File: src/ipc_regs.svh
`ifndef IPC_REGS_SVH
`define IPC_REGS_SVH
// sub-addresses on the parallel register port
`define IPC_ADDR_BG        8'h80
`define IPC_ADDR_FR1       8'h81
`define IPC_ADDR_FR2       8'h82
`define IPC_ADDR_CMD       8'h83
`define IPC_ADDR_ROLE      8'h84
`define IPC_ADDR_LAYOUT    8'h85
// reset values
`define IPC_RST_BG         16'h0000
`define IPC_RST_FR1        16'h03e0
`define IPC_RST_FR2        16'h501f
`define IPC_RST_ROLE       16'h0000
`define IPC_RST_LAYOUT     16'h0000
`define IPC_RST_CMD        16'h0000
// layout mode number that selects the expert mode
`define IPC_EXPERT_MODE    4'hf
`endif

File: src/ipc_pkg.sv
package ipc_pkg;
  typedef enum logic [1:0] {
    IPC_MEM_FIRST   = 2'b00,
    IPC_MEM_SECOND  = 2'b01,
    IPC_MEM_RSVD    = 2'b10,
    IPC_MEM_GENERIC = 2'b11
  } ipc_mem_e;
  typedef enum logic [2:0] {
    IPC_CMD_WR_BORD  = 3'b000,
    IPC_CMD_STOP     = 3'b001,
    IPC_CMD_FILL_FR1 = 3'b010,
    IPC_CMD_FILL_FR2 = 3'b011,
    IPC_CMD_FILL_BB  = 3'b100,
    IPC_CMD_FILL_BG  = 3'b101,
    IPC_CMD_WR_PLAIN = 3'b110,
    IPC_CMD_WR_MAIN  = 3'b111
  } ipc_cmd_e;
  typedef struct packed {
    logic [3:0] rsvd;
    logic       write_pointer_reset_invert;
    logic       in_out_enable_invert;
    logic       write_read_strobe_invert;
    logic       output_delay_select;
    ipc_mem_e   field_memory_type;
    logic       short_frame_window_select;
    logic       fast_pixel_rate_select;
    logic       widescreen_select;
    logic       main_role_select;
    logic       one_chip_select;
    logic       field_memory_ctrl_enable;
  } ipc_role_s;
  typedef struct packed {
    logic [1:0] rsvd;
    logic [5:0] upshift_line_count;
    logic       upshift_enable;
    logic       main_background_show;
    logic       dual_buffer_select;
    logic       both_fields_write;
    logic [3:0] layout_mode_number;
  } ipc_layout_s;
  typedef struct packed {
    logic [7:0] rsvd;
    logic       new_command_flag;
    ipc_cmd_e   code;
    logic [1:0] inset_index_y;
    logic [1:0] inset_index_x;
  } ipc_cmd_s;
  typedef struct packed {
    logic [7:0] y;
    logic [7:0] cb;
    logic [7:0] cr;
  } ipc_ycc_s;
endpackage : ipc_pkg

File: src/ipc_top.sv
//Function
//RULE1 - field memory control only when enable set
//RULE2 - bit1 one/two chip, bit2 source/main
//RULE3 - bit3 screen geometry, bit4 pixel rate
//RULE4 - bit5 selects 625 or 525 window
//RULE5 - two-bit memory type decode, 10 reserved
//RULE6 - bits 11:8 used only for generic memory
//RULE7 - bit8 delays video zero or one cycle
//RULE8 - bits 9..11 invert strobe polarities
//RULE9 - host writes zero to bits 15:12
//RULE10 - new settings take effect on command write
//RULE11 - layout mode number in low four bits
//RULE12 - bit4 writes one or both fields
//RULE13 - bit5 selects one or two buffers
//RULE14 - main role bit6 shows background colour
//RULE15 - main role bit7 up-shift by 13:8 lines
//RULE16 - command bits 1:0 x, 3:2 y index
//RULE17 - codes 000, 001, 110 write control
//RULE18 - codes 010..101 fill operations
//RULE19 - code 111 only in one-chip role
//RULE20 - main role accepts only 000
//RULE21 - device clears new-command flag when done
//RULE22 - frame colour expands to 8-bit components
//RULE23 - apply latched settings at field boundary
`timescale 1ns/1ps
`default_nettype none
`include "ipc_regs.svh"
module ipc_top (
  input  wire logic              mclk_i,
  input  wire logic              srst_i,
  input  wire logic [7:0]        reg_addr_i,
  input  wire logic [15:0]       reg_wdata_i,
  input  wire logic              reg_wr_i,
  input  wire logic              reg_rd_i,
  output logic      [15:0]       reg_rdata_o,
  output logic                   reg_rvalid_o,
  input  wire logic              field_start_i,
  input  wire logic              wr_rd_strobe_i,
  input  wire logic              in_out_enable_i,
  input  wire logic              wp_reset_i,
  input  wire logic [15:0]       video_i,
  output logic      [15:0]       video_o,
  output logic                   memory_write_strobe_o,
  output logic                   memory_read_strobe_o,
  output logic                   memory_input_enable_o,
  output logic                   memory_output_enable_o,
  output logic                   write_pointer_reset_o,
  output ipc_pkg::ipc_role_s     role_o,
  output logic                   expert_mode_o,
  output ipc_pkg::ipc_layout_s   layout_o,
  output ipc_pkg::ipc_ycc_s      bg_colour_o,
  output ipc_pkg::ipc_ycc_s      frame_one_o,
  output ipc_pkg::ipc_ycc_s      frame_two_o,
  output logic                   cmd_pulse_o,
  output ipc_pkg::ipc_cmd_e      cmd_code_o,
  output logic      [1:0]        inset_index_x_o,
  output logic      [1:0]        inset_index_y_o,
  output logic                   cmd_reject_o
);

  // ----------------------------------------------------------------
  // host-visible registers
  // ----------------------------------------------------------------
  logic [15:0]         bg_reg;
  logic [15:0]         fr1_reg;
  logic [15:0]         fr2_reg;
  ipc_pkg::ipc_role_s   role_reg;
  ipc_pkg::ipc_layout_s layout_reg;
  ipc_pkg::ipc_cmd_s    cmd_reg;
  logic                wr_bg;
  logic                wr_fr1;
  logic                wr_fr2;
  logic                wr_role;
  logic                wr_layout;
  logic                wr_cmd;
  logic                cmd_new;
  logic                pend_reg;
  logic                apply;

  assign wr_bg     = reg_wr_i && (reg_addr_i == `IPC_ADDR_BG);
  assign wr_fr1    = reg_wr_i && (reg_addr_i == `IPC_ADDR_FR1);
  assign wr_fr2    = reg_wr_i && (reg_addr_i == `IPC_ADDR_FR2);
  assign wr_role   = reg_wr_i && (reg_addr_i == `IPC_ADDR_ROLE);
  assign wr_layout = reg_wr_i && (reg_addr_i == `IPC_ADDR_LAYOUT);
  assign wr_cmd    = reg_wr_i && (reg_addr_i == `IPC_ADDR_CMD);
  assign cmd_new   = wr_cmd && reg_wdata_i[7];
  // a command written in the apply cycle stays pending
  assign apply     = pend_reg && field_start_i && !cmd_new;

  // reserved bits are stored as written; the host keeps them zero [RULE9]
  always_ff @(posedge mclk_i) begin
    if (srst_i) begin
      bg_reg     <= `IPC_RST_BG;
      fr1_reg    <= `IPC_RST_FR1;
      fr2_reg    <= `IPC_RST_FR2;
      role_reg   <= `IPC_RST_ROLE;
      layout_reg <= `IPC_RST_LAYOUT;
    end else begin
      if (wr_bg)     bg_reg     <= reg_wdata_i;
      if (wr_fr1)    fr1_reg    <= reg_wdata_i;
      if (wr_fr2)    fr2_reg    <= reg_wdata_i;
      if (wr_role)   role_reg   <= reg_wdata_i;
      if (wr_layout) layout_reg <= reg_wdata_i;
    end
  end

  // the flag is set by the host and cleared on completion; set wins
  always_ff @(posedge mclk_i) begin
    if (srst_i) begin
      cmd_reg <= `IPC_RST_CMD;
    end else if (wr_cmd) begin
      cmd_reg <= reg_wdata_i;
    end else if (apply) begin
      cmd_reg.new_command_flag <= 1'b0; // [RULE21]
    end
  end

  // ----------------------------------------------------------------
  // latch on command write, apply at the next field start
  // ----------------------------------------------------------------
  logic [15:0]         lat_bg;
  logic [15:0]         lat_fr1;
  logic [15:0]         lat_fr2;
  ipc_pkg::ipc_role_s   lat_role;
  ipc_pkg::ipc_layout_s lat_layout;
  ipc_pkg::ipc_cmd_s    lat_cmd;

  // new values have no effect until the command register is written
  always_ff @(posedge mclk_i) begin
    if (srst_i) begin
      lat_bg     <= `IPC_RST_BG;
      lat_fr1    <= `IPC_RST_FR1;
      lat_fr2    <= `IPC_RST_FR2;
      lat_role   <= `IPC_RST_ROLE;
      lat_layout <= `IPC_RST_LAYOUT;
      lat_cmd    <= `IPC_RST_CMD;
    end else if (cmd_new) begin
      lat_bg     <= bg_reg; // [RULE10]
      lat_fr1    <= fr1_reg;
      lat_fr2    <= fr2_reg;
      lat_role   <= role_reg;
      lat_layout <= layout_reg;
      lat_cmd    <= reg_wdata_i;
    end
  end

  // switching mid-field would tear the picture between old and new settings
  always_ff @(posedge mclk_i) begin
    if (srst_i) begin
      pend_reg <= 1'b0;
    end else if (cmd_new) begin
      pend_reg <= 1'b1;
    end else if (apply) begin
      pend_reg <= 1'b0; // [RULE23]
    end
  end

  // ----------------------------------------------------------------
  // active settings
  // ----------------------------------------------------------------
  ipc_pkg::ipc_role_s   act_role;
  ipc_pkg::ipc_layout_s act_layout;
  logic                generic;
  logic                expert;

  assign generic = (lat_role.field_memory_type == ipc_pkg::IPC_MEM_GENERIC);
  assign expert  = (lat_layout.layout_mode_number == `IPC_EXPERT_MODE);

  always_ff @(posedge mclk_i) begin
    if (srst_i) begin
      act_role <= `IPC_RST_ROLE;
    end else if (apply) begin
      act_role                           <= lat_role; // [RULE2] [RULE3] [RULE4] [RULE5]
      act_role.rsvd                      <= 4'h0;
      // delay and polarity bits only count for the generic memory
      act_role.output_delay_select        <= generic && lat_role.output_delay_select; // [RULE6]
      act_role.write_read_strobe_invert   <= generic && lat_role.write_read_strobe_invert;
      act_role.in_out_enable_invert       <= generic && lat_role.in_out_enable_invert;
      act_role.write_pointer_reset_invert <= generic && lat_role.write_pointer_reset_invert;
    end
  end

  always_ff @(posedge mclk_i) begin
    if (srst_i) begin
      act_layout    <= `IPC_RST_LAYOUT;
      expert_mode_o <= 1'b0;
    end else if (apply) begin
      act_layout.rsvd               <= 2'h0;
      act_layout.layout_mode_number <= lat_layout.layout_mode_number; // [RULE11]
      act_layout.both_fields_write  <= expert && !lat_layout.dual_buffer_select
                                       && lat_layout.both_fields_write; // [RULE12]
      act_layout.dual_buffer_select <= expert && lat_layout.dual_buffer_select; // [RULE13]
      act_layout.main_background_show <= expert && lat_role.main_role_select
                                         && lat_layout.main_background_show; // [RULE14]
      act_layout.upshift_enable     <= lat_role.main_role_select
                                       && lat_layout.upshift_enable; // [RULE15]
      act_layout.upshift_line_count <= (lat_role.main_role_select && lat_layout.upshift_enable)
                                       ? lat_layout.upshift_line_count : 6'h00;
      expert_mode_o                 <= expert;
    end
  end

  assign role_o   = act_role;
  assign layout_o = act_layout;

  // ----------------------------------------------------------------
  // colours
  // ----------------------------------------------------------------
  function automatic ipc_pkg::ipc_ycc_s ipc_expand(input logic [15:0] c);
    ipc_pkg::ipc_ycc_s r;
    r.cr = {c[4:0], 3'h0};
    r.cb = {c[9:5], 3'h0};
    r.y  = {c[15:10], 2'h0};
    return r;
  endfunction : ipc_expand

  always_ff @(posedge mclk_i) begin
    if (srst_i) begin
      bg_colour_o <= ipc_expand(`IPC_RST_BG);
      frame_one_o <= ipc_expand(`IPC_RST_FR1);
      frame_two_o <= ipc_expand(`IPC_RST_FR2);
    end else if (apply) begin
      bg_colour_o <= ipc_expand(lat_bg); // [RULE22]
      frame_one_o <= ipc_expand(lat_fr1);
      frame_two_o <= ipc_expand(lat_fr2);
    end
  end

  // ----------------------------------------------------------------
  // command decode
  // ----------------------------------------------------------------
  logic cmd_ok;

  always_comb begin
    cmd_ok = 1'b0;
    if (lat_role.main_role_select) begin
      cmd_ok = (lat_cmd.code == ipc_pkg::IPC_CMD_WR_BORD); // [RULE20]
    end else begin
      unique case (lat_cmd.code)
        ipc_pkg::IPC_CMD_WR_BORD,
        ipc_pkg::IPC_CMD_STOP,
        ipc_pkg::IPC_CMD_WR_PLAIN:  cmd_ok = 1'b1; // [RULE17]
        ipc_pkg::IPC_CMD_FILL_FR1,
        ipc_pkg::IPC_CMD_FILL_FR2,
        ipc_pkg::IPC_CMD_FILL_BB,
        ipc_pkg::IPC_CMD_FILL_BG:   cmd_ok = 1'b1; // [RULE18]
        ipc_pkg::IPC_CMD_WR_MAIN:   cmd_ok = lat_role.one_chip_select; // [RULE19]
      endcase
    end
  end

  always_ff @(posedge mclk_i) begin
    if (srst_i) begin
      cmd_pulse_o     <= 1'b0;
      cmd_reject_o    <= 1'b0;
      cmd_code_o      <= ipc_pkg::IPC_CMD_WR_BORD;
      inset_index_x_o <= 2'h0;
      inset_index_y_o <= 2'h0;
    end else begin
      cmd_pulse_o  <= apply && cmd_ok;
      cmd_reject_o <= apply && !cmd_ok;
      if (apply && cmd_ok) begin
        cmd_code_o <= lat_cmd.code;
        // index bits are reserved in the main role
        inset_index_x_o <= lat_role.main_role_select ? 2'h0 : lat_cmd.inset_index_x; // [RULE16]
        inset_index_y_o <= lat_role.main_role_select ? 2'h0 : lat_cmd.inset_index_y;
      end
    end
  end

  // ----------------------------------------------------------------
  // field memory pins and video delay
  // ----------------------------------------------------------------
  logic [15:0] video_d;

  always_ff @(posedge mclk_i) begin
    if (srst_i) begin
      memory_write_strobe_o  <= 1'b0;
      memory_read_strobe_o   <= 1'b0;
      memory_input_enable_o  <= 1'b0;
      memory_output_enable_o <= 1'b0;
      write_pointer_reset_o  <= 1'b0;
    end else begin
      // disabled control still holds the inactive level of its polarity
      memory_write_strobe_o  <= (act_role.field_memory_ctrl_enable && wr_rd_strobe_i)
                                ^ act_role.write_read_strobe_invert; // [RULE1] [RULE8]
      memory_read_strobe_o   <= (act_role.field_memory_ctrl_enable && wr_rd_strobe_i)
                                ^ act_role.write_read_strobe_invert;
      memory_input_enable_o  <= (act_role.field_memory_ctrl_enable && in_out_enable_i)
                                ^ act_role.in_out_enable_invert;
      memory_output_enable_o <= (act_role.field_memory_ctrl_enable && in_out_enable_i)
                                ^ act_role.in_out_enable_invert;
      write_pointer_reset_o  <= (act_role.field_memory_ctrl_enable && wp_reset_i)
                                ^ act_role.write_pointer_reset_invert;
    end
  end

  always_ff @(posedge mclk_i) begin
    if (srst_i) begin
      video_d <= 16'h0000;
      video_o <= 16'h0000;
    end else begin
      video_d <= video_i;
      video_o <= act_role.output_delay_select ? video_d : video_i; // [RULE7]
    end
  end

  // ----------------------------------------------------------------
  // register read-back
  // ----------------------------------------------------------------
  always_ff @(posedge mclk_i) begin
    if (srst_i) begin
      reg_rdata_o  <= 16'h0000;
      reg_rvalid_o <= 1'b0;
    end else begin
      reg_rvalid_o <= reg_rd_i;
      if (reg_rd_i) begin
        unique case (reg_addr_i)
          `IPC_ADDR_BG:     reg_rdata_o <= bg_reg;
          `IPC_ADDR_FR1:    reg_rdata_o <= fr1_reg;
          `IPC_ADDR_FR2:    reg_rdata_o <= fr2_reg;
          `IPC_ADDR_CMD:    reg_rdata_o <= cmd_reg;
          `IPC_ADDR_ROLE:   reg_rdata_o <= role_reg;
          `IPC_ADDR_LAYOUT: reg_rdata_o <= layout_reg;
          default:          reg_rdata_o <= 16'h0000;
        endcase
      end
    end
  end

  // ----------------------------------------------------------------
  // checks
  // ----------------------------------------------------------------
  flag_clear_a: assert property (@(posedge mclk_i) disable iff (srst_i) // [RULE21]
    apply |=> !cmd_reg.new_command_flag)
    else $error("flag not cleared on apply");
  held_value_a: assert property (@(posedge mclk_i) disable iff (srst_i) // [RULE10]
    !apply |=> $stable(act_role))
    else $error("role changed without apply");
  field_apply_a: assert property (@(posedge mclk_i) disable iff (srst_i) // [RULE23]
    !field_start_i |=> $stable(act_role) && $stable(act_layout))
    else $error("settings changed outside field start");
  generic_gate_a: assert property (@(posedge mclk_i) disable iff (srst_i) // [RULE6]
    apply && !generic |=> act_role[11:8] == 4'h0)
    else $error("polarity bits used for non-generic memory");
  mem_disable_a: assert property (@(posedge mclk_i) disable iff (srst_i) // [RULE1]
    !act_role.field_memory_ctrl_enable |=>
      memory_write_strobe_o == $past(act_role.write_read_strobe_invert))
    else $error("memory strobe active while disabled");
  video_delay_a: assert property (@(posedge mclk_i) disable iff (srst_i) // [RULE7]
    act_role.output_delay_select ##1 act_role.output_delay_select
      |-> video_o == $past(video_i, 2))
    else $error("video delay wrong");
  main_only_a: assert property (@(posedge mclk_i) disable iff (srst_i) // [RULE20]
    apply && lat_role.main_role_select && lat_cmd.code != ipc_pkg::IPC_CMD_WR_BORD
      |=> cmd_reject_o && !cmd_pulse_o)
    else $error("main role accepted reserved code");
  single_main_a: assert property (@(posedge mclk_i) disable iff (srst_i) // [RULE19]
    apply && !lat_role.main_role_select && !lat_role.one_chip_select
      && lat_cmd.code == ipc_pkg::IPC_CMD_WR_MAIN |=> cmd_reject_o)
    else $error("main write accepted without one-chip role");
  colour_map_a: assert property (@(posedge mclk_i) disable iff (srst_i) // [RULE22]
    apply |=> frame_one_o.y == {$past(lat_fr1[15:10]), 2'h0})
    else $error("frame colour expansion wrong");
  flag_set_wins_a: assert property (@(posedge mclk_i) disable iff (srst_i) // [RULE21]
    cmd_new |=> cmd_reg.new_command_flag)
    else $error("new command flag lost");
  pend_hold_a: assert property (@(posedge mclk_i) disable iff (srst_i) // [RULE23]
    cmd_new |=> pend_reg)
    else $error("new command not pending");
  main_index_a: assert property (@(posedge mclk_i) disable iff (srst_i) // [RULE20]
    cmd_pulse_o && role_o.main_role_select
      |-> inset_index_x_o == 2'h0 && inset_index_y_o == 2'h0)
    else $error("index used in main role");

endmodule : ipc_top
`default_nettype wire

File: config.mk
export PLATFORM = sky130hd
export DESIGN_NAME = ipc_top
export DESIGN_NICKNAME = d
export VERILOG_FILES = /design/src/ipc_pkg.sv /design/src/ipc_top.sv
export VERILOG_INCLUDE_DIRS = /design/src /design/src/src
export SDC_FILE = /design/constraint.sdc
export NUM_CORES = 1
export LEC_CHECK = 0
export BUFFER_PORTS_ARGS = -buffer_cell sky130_fd_sc_hd__buf_2
export CORE_MARGIN = 4
export CORE_UTILIZATION = 60
export CTS_CLUSTER_SIZE = 30
export DETAILED_ROUTE_END_ITERATION = 6
export GPL_ROUTABILITY_DRIVEN = 0
export HOLD_SLACK_MARGIN = 0.08
export MAX_ROUTING_LAYER = met4
export PLACE_DENSITY = 0.84
export SLEW_MARGIN = 20
export SYNTH_ARGS = -nofsm -noshare
export SYNTH_HDL_FRONTEND = slang
export SYNTH_SLANG_ARGS = --single-unit
File: constraint.sdc
create_clock -name mclk_i -period 4.93 [get_ports mclk_i]
set_input_delay 0.2465 -clock mclk_i [delete_from_list [all_inputs] [get_ports mclk_i]]
set_output_delay 0.2465 -clock mclk_i [all_outputs]
set_load 0.03 [all_outputs]
==> results of run 1 <==
==> metal layers <==
metal	global-route usage, %	wire (um)
met5	-	0
met4	11.2	1080
met3	5.73	2970
met2	44.5	14700
met1	35.2	12400
==> per-stage QoR <==
step,util [%],hold slack [ps],setup slack [ps],power (mW),std cells
floorplan,-,367,3000,2.75,1372
global route,71.6,235,1970,5.20,1774
detailed placement,64.6,443,1730,2.80,1681
global placement,64.6,436,1780,2.79,1681
finish,71.6,220,2110,5.07,1774
CTS,71.5,187,2190,5.07,1773
==> final cells by class <==
| cell class | count | area share, % |
|---|---|---|
| Clock buffer | 45 | 6.16 |
| Timing Repair Buffer | 216 | 9.33 |
| Antenna cell | 1 | 0.0180 |
| Inverter | 7 | 0.189 |
| Sequential cell | 314 | 45.1 |
| Tap cell | 265 | 2.38 |
| Multi-Input combinational cell | 916 | 35.9 |
| Clock inverter | 10 | 0.898 |
==> worst max-delay path by stage <==
stage                        from                      endpoint  slack, ps
finish              reg_addr_i[2]  frame_two_o[21]$_SDFFE_PP0P_       2110
global placement    reg_addr_i[2]  frame_two_o[11]$_SDFFE_PP0P_       1780
global route        reg_addr_i[2]  frame_two_o[21]$_SDFFE_PP0P_       1970
detailed placement  reg_addr_i[2]  frame_one_o[19]$_SDFFE_PP0P_       1730
floorplan           reg_addr_i[5]       fr1_reg[5]$_SDFFE_PP1P_       3000
CTS                 reg_addr_i[2]  frame_two_o[21]$_SDFFE_PP0P_       2190
==> report_power, final <==
group | total, mW | internal [mW] | switching [mW]
Combinational | 0.213 | 0.0640 | 0.149
Sequential | 2.56 | 2.55 | 0.00521
Clock | 2.30 | 1.35 | 0.946
Total | 5.07 | 3.97 | 1.10
==> logic make-up after synthesis <==
group	count (synthesis)	share of synthesized area, %
AND/OR/NAND/NOR	551	20.4
XOR/XNOR	3	0.222
buffers and inverters	142	6.13
multiplexers	107	9.20
AO/OA/AOI/OAI	225	11.1
flip-flops	314	53.0
other	1	0.0316
==> worst reg2reg max path: cells and delay by family, from the launching register on <==
family	cells	cell delay (ps)
buffers and inverters	1	590
DFF	1	330
and+or+nand+nor	2	350
AOI/OAI and AO/OA	2	910
==> placed cells by master, fill, tap and decap left out, drive strengths merged, types with 23 or more instances in the layout <==
| cell type | n |
|---|---|
| nand2 | 327 |
| dfxtp | 314 |
| buf | 178 |
| a21oi | 161 |
| nor2 | 99 |
| mux2i | 91 |
| clkbuf | 46 |
| dlygate4sd3 | 37 |
| nand3 | 31 |
| conb | 30 |
| nor3 | 29 |
| nand3b | 23 |
==> timing repair <==
item                                    4_1_cts  5_1_grt
hold buffers                                 37        0
endpoints found under the setup margin        0        0
buffers inserted                              0        0
hold endpoints to repair                     97        0
==> flow_summary.yaml, run 1 <==
run_status:
  outcome: "completed"
final_layout:
  nNetsFinal: 1533
  ff_latch_area_mm2: 0.00629
  area_growth_pct: 17.5
  stdcell_area_mm2: 0.0139
  drive_above_1_share_pct: 16.6
  multi_input_comb_area_mm2: 0.00501
  fillCellCount: 1467
timing:
  setup_total_negative_slack_ps: 0
  fin_crit_ps: 2820
  final.period_utilization_pct: 57.1
  max_freq_mhz: 355
  fin_skew_ps: 9.68
  setup_violations: 0
  final_max_slew_viol_count: 0
  timing.slew.headroom_pct: 21.1
  grt_setup_unrepaired: "false"
  final_hold_viol_count: 0
  worstMarginPinSlew_ps: 1180
synth:
  async_flop_share_pct: 0
  synth.top_cells.by_count: "sky130_fd_sc_hd__nand2_1 (327), sky130_fd_sc_hd__dfxtp_1 (314), sky130_fd_sc_hd__a21oi_1 (161)"
  synth_sequential_area_ratio_pct: 53.0
  syn-instance-count: 1343
  synth_seq_cells: 314
  combined_area_of_all_synthesized_cells_mm2: 0.0119
  yosysWarningCount: 0
  synthTopCellsByArea: "sky130_fd_sc_hd__dfxtp_1 (53%), sky130_fd_sc_hd__nand2_1 (10%), sky130_fd_sc_hd__mux2i_1 (7.7%), sky130_fd_sc_hd__a21oi_1 (6.8%), sky130_fd_sc_hd__nor2_1 (3.1%)"
  yosysTopAreaCell: "sky130_fd_sc_hd__dfxtp_1"
  synth.avg_cell_area_um2: 8.83
  synth_top_area_share_pct: 53.0
  yosysMostFrequentCell: "sky130_fd_sc_hd__nand2_1"
  synth_enable_flop_cells: 0
  synth_flop_cell: "sky130_fd_sc_hd__dfxtp_1"
  post_synth_num_cell_types: 40
cts:
  clock_sink_count: 314
  clk-insertion-delay-late_ps: 550
  cts_repair_resize_count: 0
  numCtsBuffers: 30
  clock_tree.buffer_depth: 3
  clkTransAtPathRegs_ps: 60
  htree_num_levels: 1
  clock_tree_from_tritoncts: "done"
  cts-root-buf: "sky130_fd_sc_hd__clkbuf_16"
placed_design:
  numPortBuffers: 169
  dp_hpwl_mm: 19.7
  placed_cell_area_mm2: 0.0126
job:
  timing.max_cap.violations: 0
die:
  dieWidth_um: 149
  core.rowCount: 51
  core_area_mm2: 0.0195
  die_height_um: 149
  initial_core_util_pct: 61.0
  fp.dieArea_mm2: 0.0221
  boundaryPins: 200
grt:
  grt_first_pass_wirelength_mm: 49.1
  groute.usage.overall_pct: 28.0
  number_of_global_route_vias_before_repair: 9480
  grt-ovfl-total: 0
  grt_start_max_net_pins: 158
  antenna_found_initial: 1
setup_path:
  cp.depth: 6
  worstReg2RegStart: "pend_reg$_SDFFE_PP0P_"
  critical-path-top-delay-family: "simple AND/OR/NAND/NOR gates"
  worstRegToRegCells: 5
  req_time_crit_path_ps: 5400
  critical_path.startpoint_type: "input pin"
  worstReg2RegEnd: "role_o[9]$_SDFFE_PP0P_"
  cp_data_arrival_time_ps: 3280
  criticalPathCategory: "in -> reg"
  critPathCaptureType: "flip-flop"
  timing.critical_path.slowest_stage_cell: "sky130_fd_sc_hd__nor4bb_4"
  path_cells: "buf_2 > nor4bb_4 > a41o_2 > buf_4 > nand2_1 > a21oi_1"
  cp.buffers_inverters: 2
  worst-r2r-setup-slack_ps: 2650
  timing.critical_path.fanout_max: 37
  largest_incremental_delay_on_the_critical_path_ps: 1090
drt:
  vias_per_cell: 5.69
  dr.pass1.iters: 5
  detail_route.drc_violations: 0
  route.antenna.remaining_nets: 0
  route.final.wire_length_mm: 31.2
  routedWlPerCell_um: 17.6
  dr.first_iter.drc_count: 989
  detailroute.via_count: 10100
pwr:
  cellPowerDensity_mw_per_mm2: 364
  peakVddDrop_mv: 0.250
  power_leakage_nw: 5.52
hold_path:
  worstHoldEndpoint: "cmd_reg[1]$_SDFFE_PP0P_"
  timing.hold.worst.class: "in -> reg"
  timing.hold.worst.start: "reg_addr_i[3]"
  hold_path_cells: 4
No activity file was read; power rests on OpenSTA's default activity.
==> run 2: changes to the inputs <==
--- a/config.mk
+++ b/config.mk
@@ -8,13 +8,13 @@
 export LEC_CHECK = 0
 export BUFFER_PORTS_ARGS = -buffer_cell sky130_fd_sc_hd__buf_2
 export CORE_MARGIN = 4
-export CORE_UTILIZATION = 60
+export CORE_UTILIZATION = 56
 export CTS_CLUSTER_SIZE = 30
 export DETAILED_ROUTE_END_ITERATION = 6
 export GPL_ROUTABILITY_DRIVEN = 0
 export HOLD_SLACK_MARGIN = 0.08
 export MAX_ROUTING_LAYER = met4
-export PLACE_DENSITY = 0.84
+export PLACE_DENSITY = 0.8
 export SLEW_MARGIN = 20
 export SYNTH_ARGS = -nofsm -noshare
 export SYNTH_HDL_FRONTEND = slang
==> constraint.sdc (replaced) <==
create_clock -name mclk_i -period 2.6 [get_ports mclk_i]
set_input_delay 0.13 -clock mclk_i [delete_from_list [all_inputs] [get_ports mclk_i]]
set_output_delay 0.13 -clock mclk_i [all_outputs]
set_load 0.03 [all_outputs]
==> run 2 against run 1 <==
Net effect: clock skew rose by 9.0 ps; setup slack got worse by 1500 ps; wire length rose by 0.35%; non-clock buffer count rose by 17; via count fell by 1.5%; sequential share of layout area fell by 0.70 points; design area rose by 1.6%; worst hold slack improved by 17 ps; combinational power rose by 93%; flip-flop and latch count did not move; cell count rose by 1.2%; utilization fell by 2.8 points; critical path type is now reg -> out; largest power group unchanged.
==> flow_summary.yaml, run 2 (synthesis gave the netlist of run 1 again) <==
placed_design:
  dp_hpwl_mm: 20.2
  numPortBuffers: 169
drt:
  dr.pass1.iters: 5
  route.final.wire_length_mm: 31.3
  detailroute.via_count: 9940
  vias_per_cell: 5.54
  dr.first_iter.drc_count: 765
  detail_route.drc_violations: 0
  route.antenna.remaining_nets: 0
  routedWlPerCell_um: 17.5
die:
  initial_core_util_pct: 57.7
  fp.dieArea_mm2: 0.0236
  die_height_um: 154
  core_area_mm2: 0.0206
  dieWidth_um: 154
  core.rowCount: 52
  boundaryPins: 200
cts:
  clkTransAtPathRegs_ps: 70
  post_cts_buffers: 0
  numCtsBuffers: 30
  clk-insertion-delay-late_ps: 550
  clock_sink_count: 314
  clock_tree_from_tritoncts: "done"
  htree_num_levels: 1
  clock_tree.buffer_depth: 3
  cts-root-buf: "sky130_fd_sc_hd__clkbuf_16"
  hold_buffer_count_at_cts: 39
  cts_repair_resize_count: 0
final_layout:
  final_util_pct: 68.8
  nNetsFinal: 1550
  final_cell_mix: "sky130_fd_sc_hd__nand2_1 (327), sky130_fd_sc_hd__dfxtp_1 (314), sky130_fd_sc_hd__buf_2 (168)"
  area_growth_pct: 19.3
  final_common_cell: "sky130_fd_sc_hd__nand2_1"
  drive_above_1_share_pct: 17.5
timing:
  final.period_utilization_pct: 77.7
  setup_violations: 0
  final_hold_viol_count: 0
  grt_setup_unrepaired: "false"
  fin_skew_ps: 18.7
  fin_crit_ps: 2020
  max_freq_mhz: 495
  final_max_slew_viol_count: 0
  worstMarginPinSlew_ps: 1030
  setup_total_negative_slack_ps: 0
  timing.slew.headroom_pct: 31.4
job:
  timing.max_cap.violations: 0
setup_path:
  cp_data_arrival_time_ps: 1890
  timing.critical_path.fanout_max: 18
  critPathCaptureType: "output port"
  req_time_crit_path_ps: 2470
  critical-path-top-delay-family: "flip-flops"
  critical_path.startpoint_type: "flip-flop"
  largest_incremental_delay_on_the_critical_path_ps: 990
  timing.critical_path.slowest_stage_cell: "sky130_fd_sc_hd__dfxtp_1"
  cp.buffers_inverters: 1
  worst-r2r-setup-slack_ps: 900
  criticalPathCategory: "reg -> out"
  path_cells: "buf_2"
grt:
  number_of_global_route_vias_before_repair: 9409
  antenna_found_initial: 1
  grt_start_max_net_pins: 224
  grt-ovfl-total: 0
  grt_first_pass_wirelength_mm: 49.6
  groute.usage.overall_pct: 26.0
pwr:
  power_leakage_nw: 5.63
  cellPowerDensity_mw_per_mm2: 686
  peakVddDrop_mv: 0.524
hold_path:
  timing.hold.worst.class: "in -> reg"
run_status:
  outcome: "completed"
==> run 2: changes by cell type in the layout (fill, tap and decap cells not counted), sizes merged <==
cell	change
dlygate4sd3	+2
clkinv	-3
buf	+15
clkbuf	+2
==> run 2: final timing paths <==
check,start,end,cells after the start
worst min register to register,layout_o[13]$_SDFFE_PP0P_,layout_o[13]$_SDFFE_PP0P_,2
worst min-delay path,reg_addr_i[3],cmd_reg[2]$_SDFFE_PP0P_,5
worst max-delay path,role_o[8]$_SDFFE_PP0P_,role_o[8],1
worst max register to register,pend_reg$_SDFFE_PP0P_,role_o[10]$_SDFFE_PP0P_,5
==> run 2: stage by stage <==
step	power [mW]	cells	area, um^2	hold WS [ps]	setup WS (ps)
detailed placement	5.31	1701	12700	362	542
CTS	9.74	1794	14200	210	542
global placement	5.31	1701	12700	357	576
global route	9.98	1795	14200	243	451
floorplan	5.22	1372	12000	251	787
finish	9.71	1795	14200	236	579
==> run 2: per-layer routing <==
layer	wire (um)	vias up	part of all wire [%]	global-route usage, %
li1	-	4789	-	-
met1	13100	4712	42	33.0
met2	14800	376	47	41.9
met3	2430	63	7.8	5.17
met4	937	0	3.0	8.58
met5	0	-	0	-
==> run 2: tightest hold or removal path: stages <==
cell and delay (ps):
sky130_fd_sc_hd__buf_2 150, sky130_fd_sc_hd__nor4bb_4 80, sky130_fd_sc_hd__buf_4 220, sky130_fd_sc_hd__nand3_1 100, sky130_fd_sc_hd__a21oi_1 50
==> run 2: cell type report <==
cell class	count	area [um^2]
diodes	1	2.50
clock buffers	47	906
clock inverters	7	114
fillers	1594	6400
inverters	7	26.3
multi-input cells	916	5000
flip-flops and latches	314	6290
well taps	270	338
repair buffers	233	1480
==> run 2: report_power, final <==
group | switching, mW | internal (mW)
clock | 1.78 | 2.67
combinational | 0.284 | 0.127
sequential | 0.00906 | 4.84
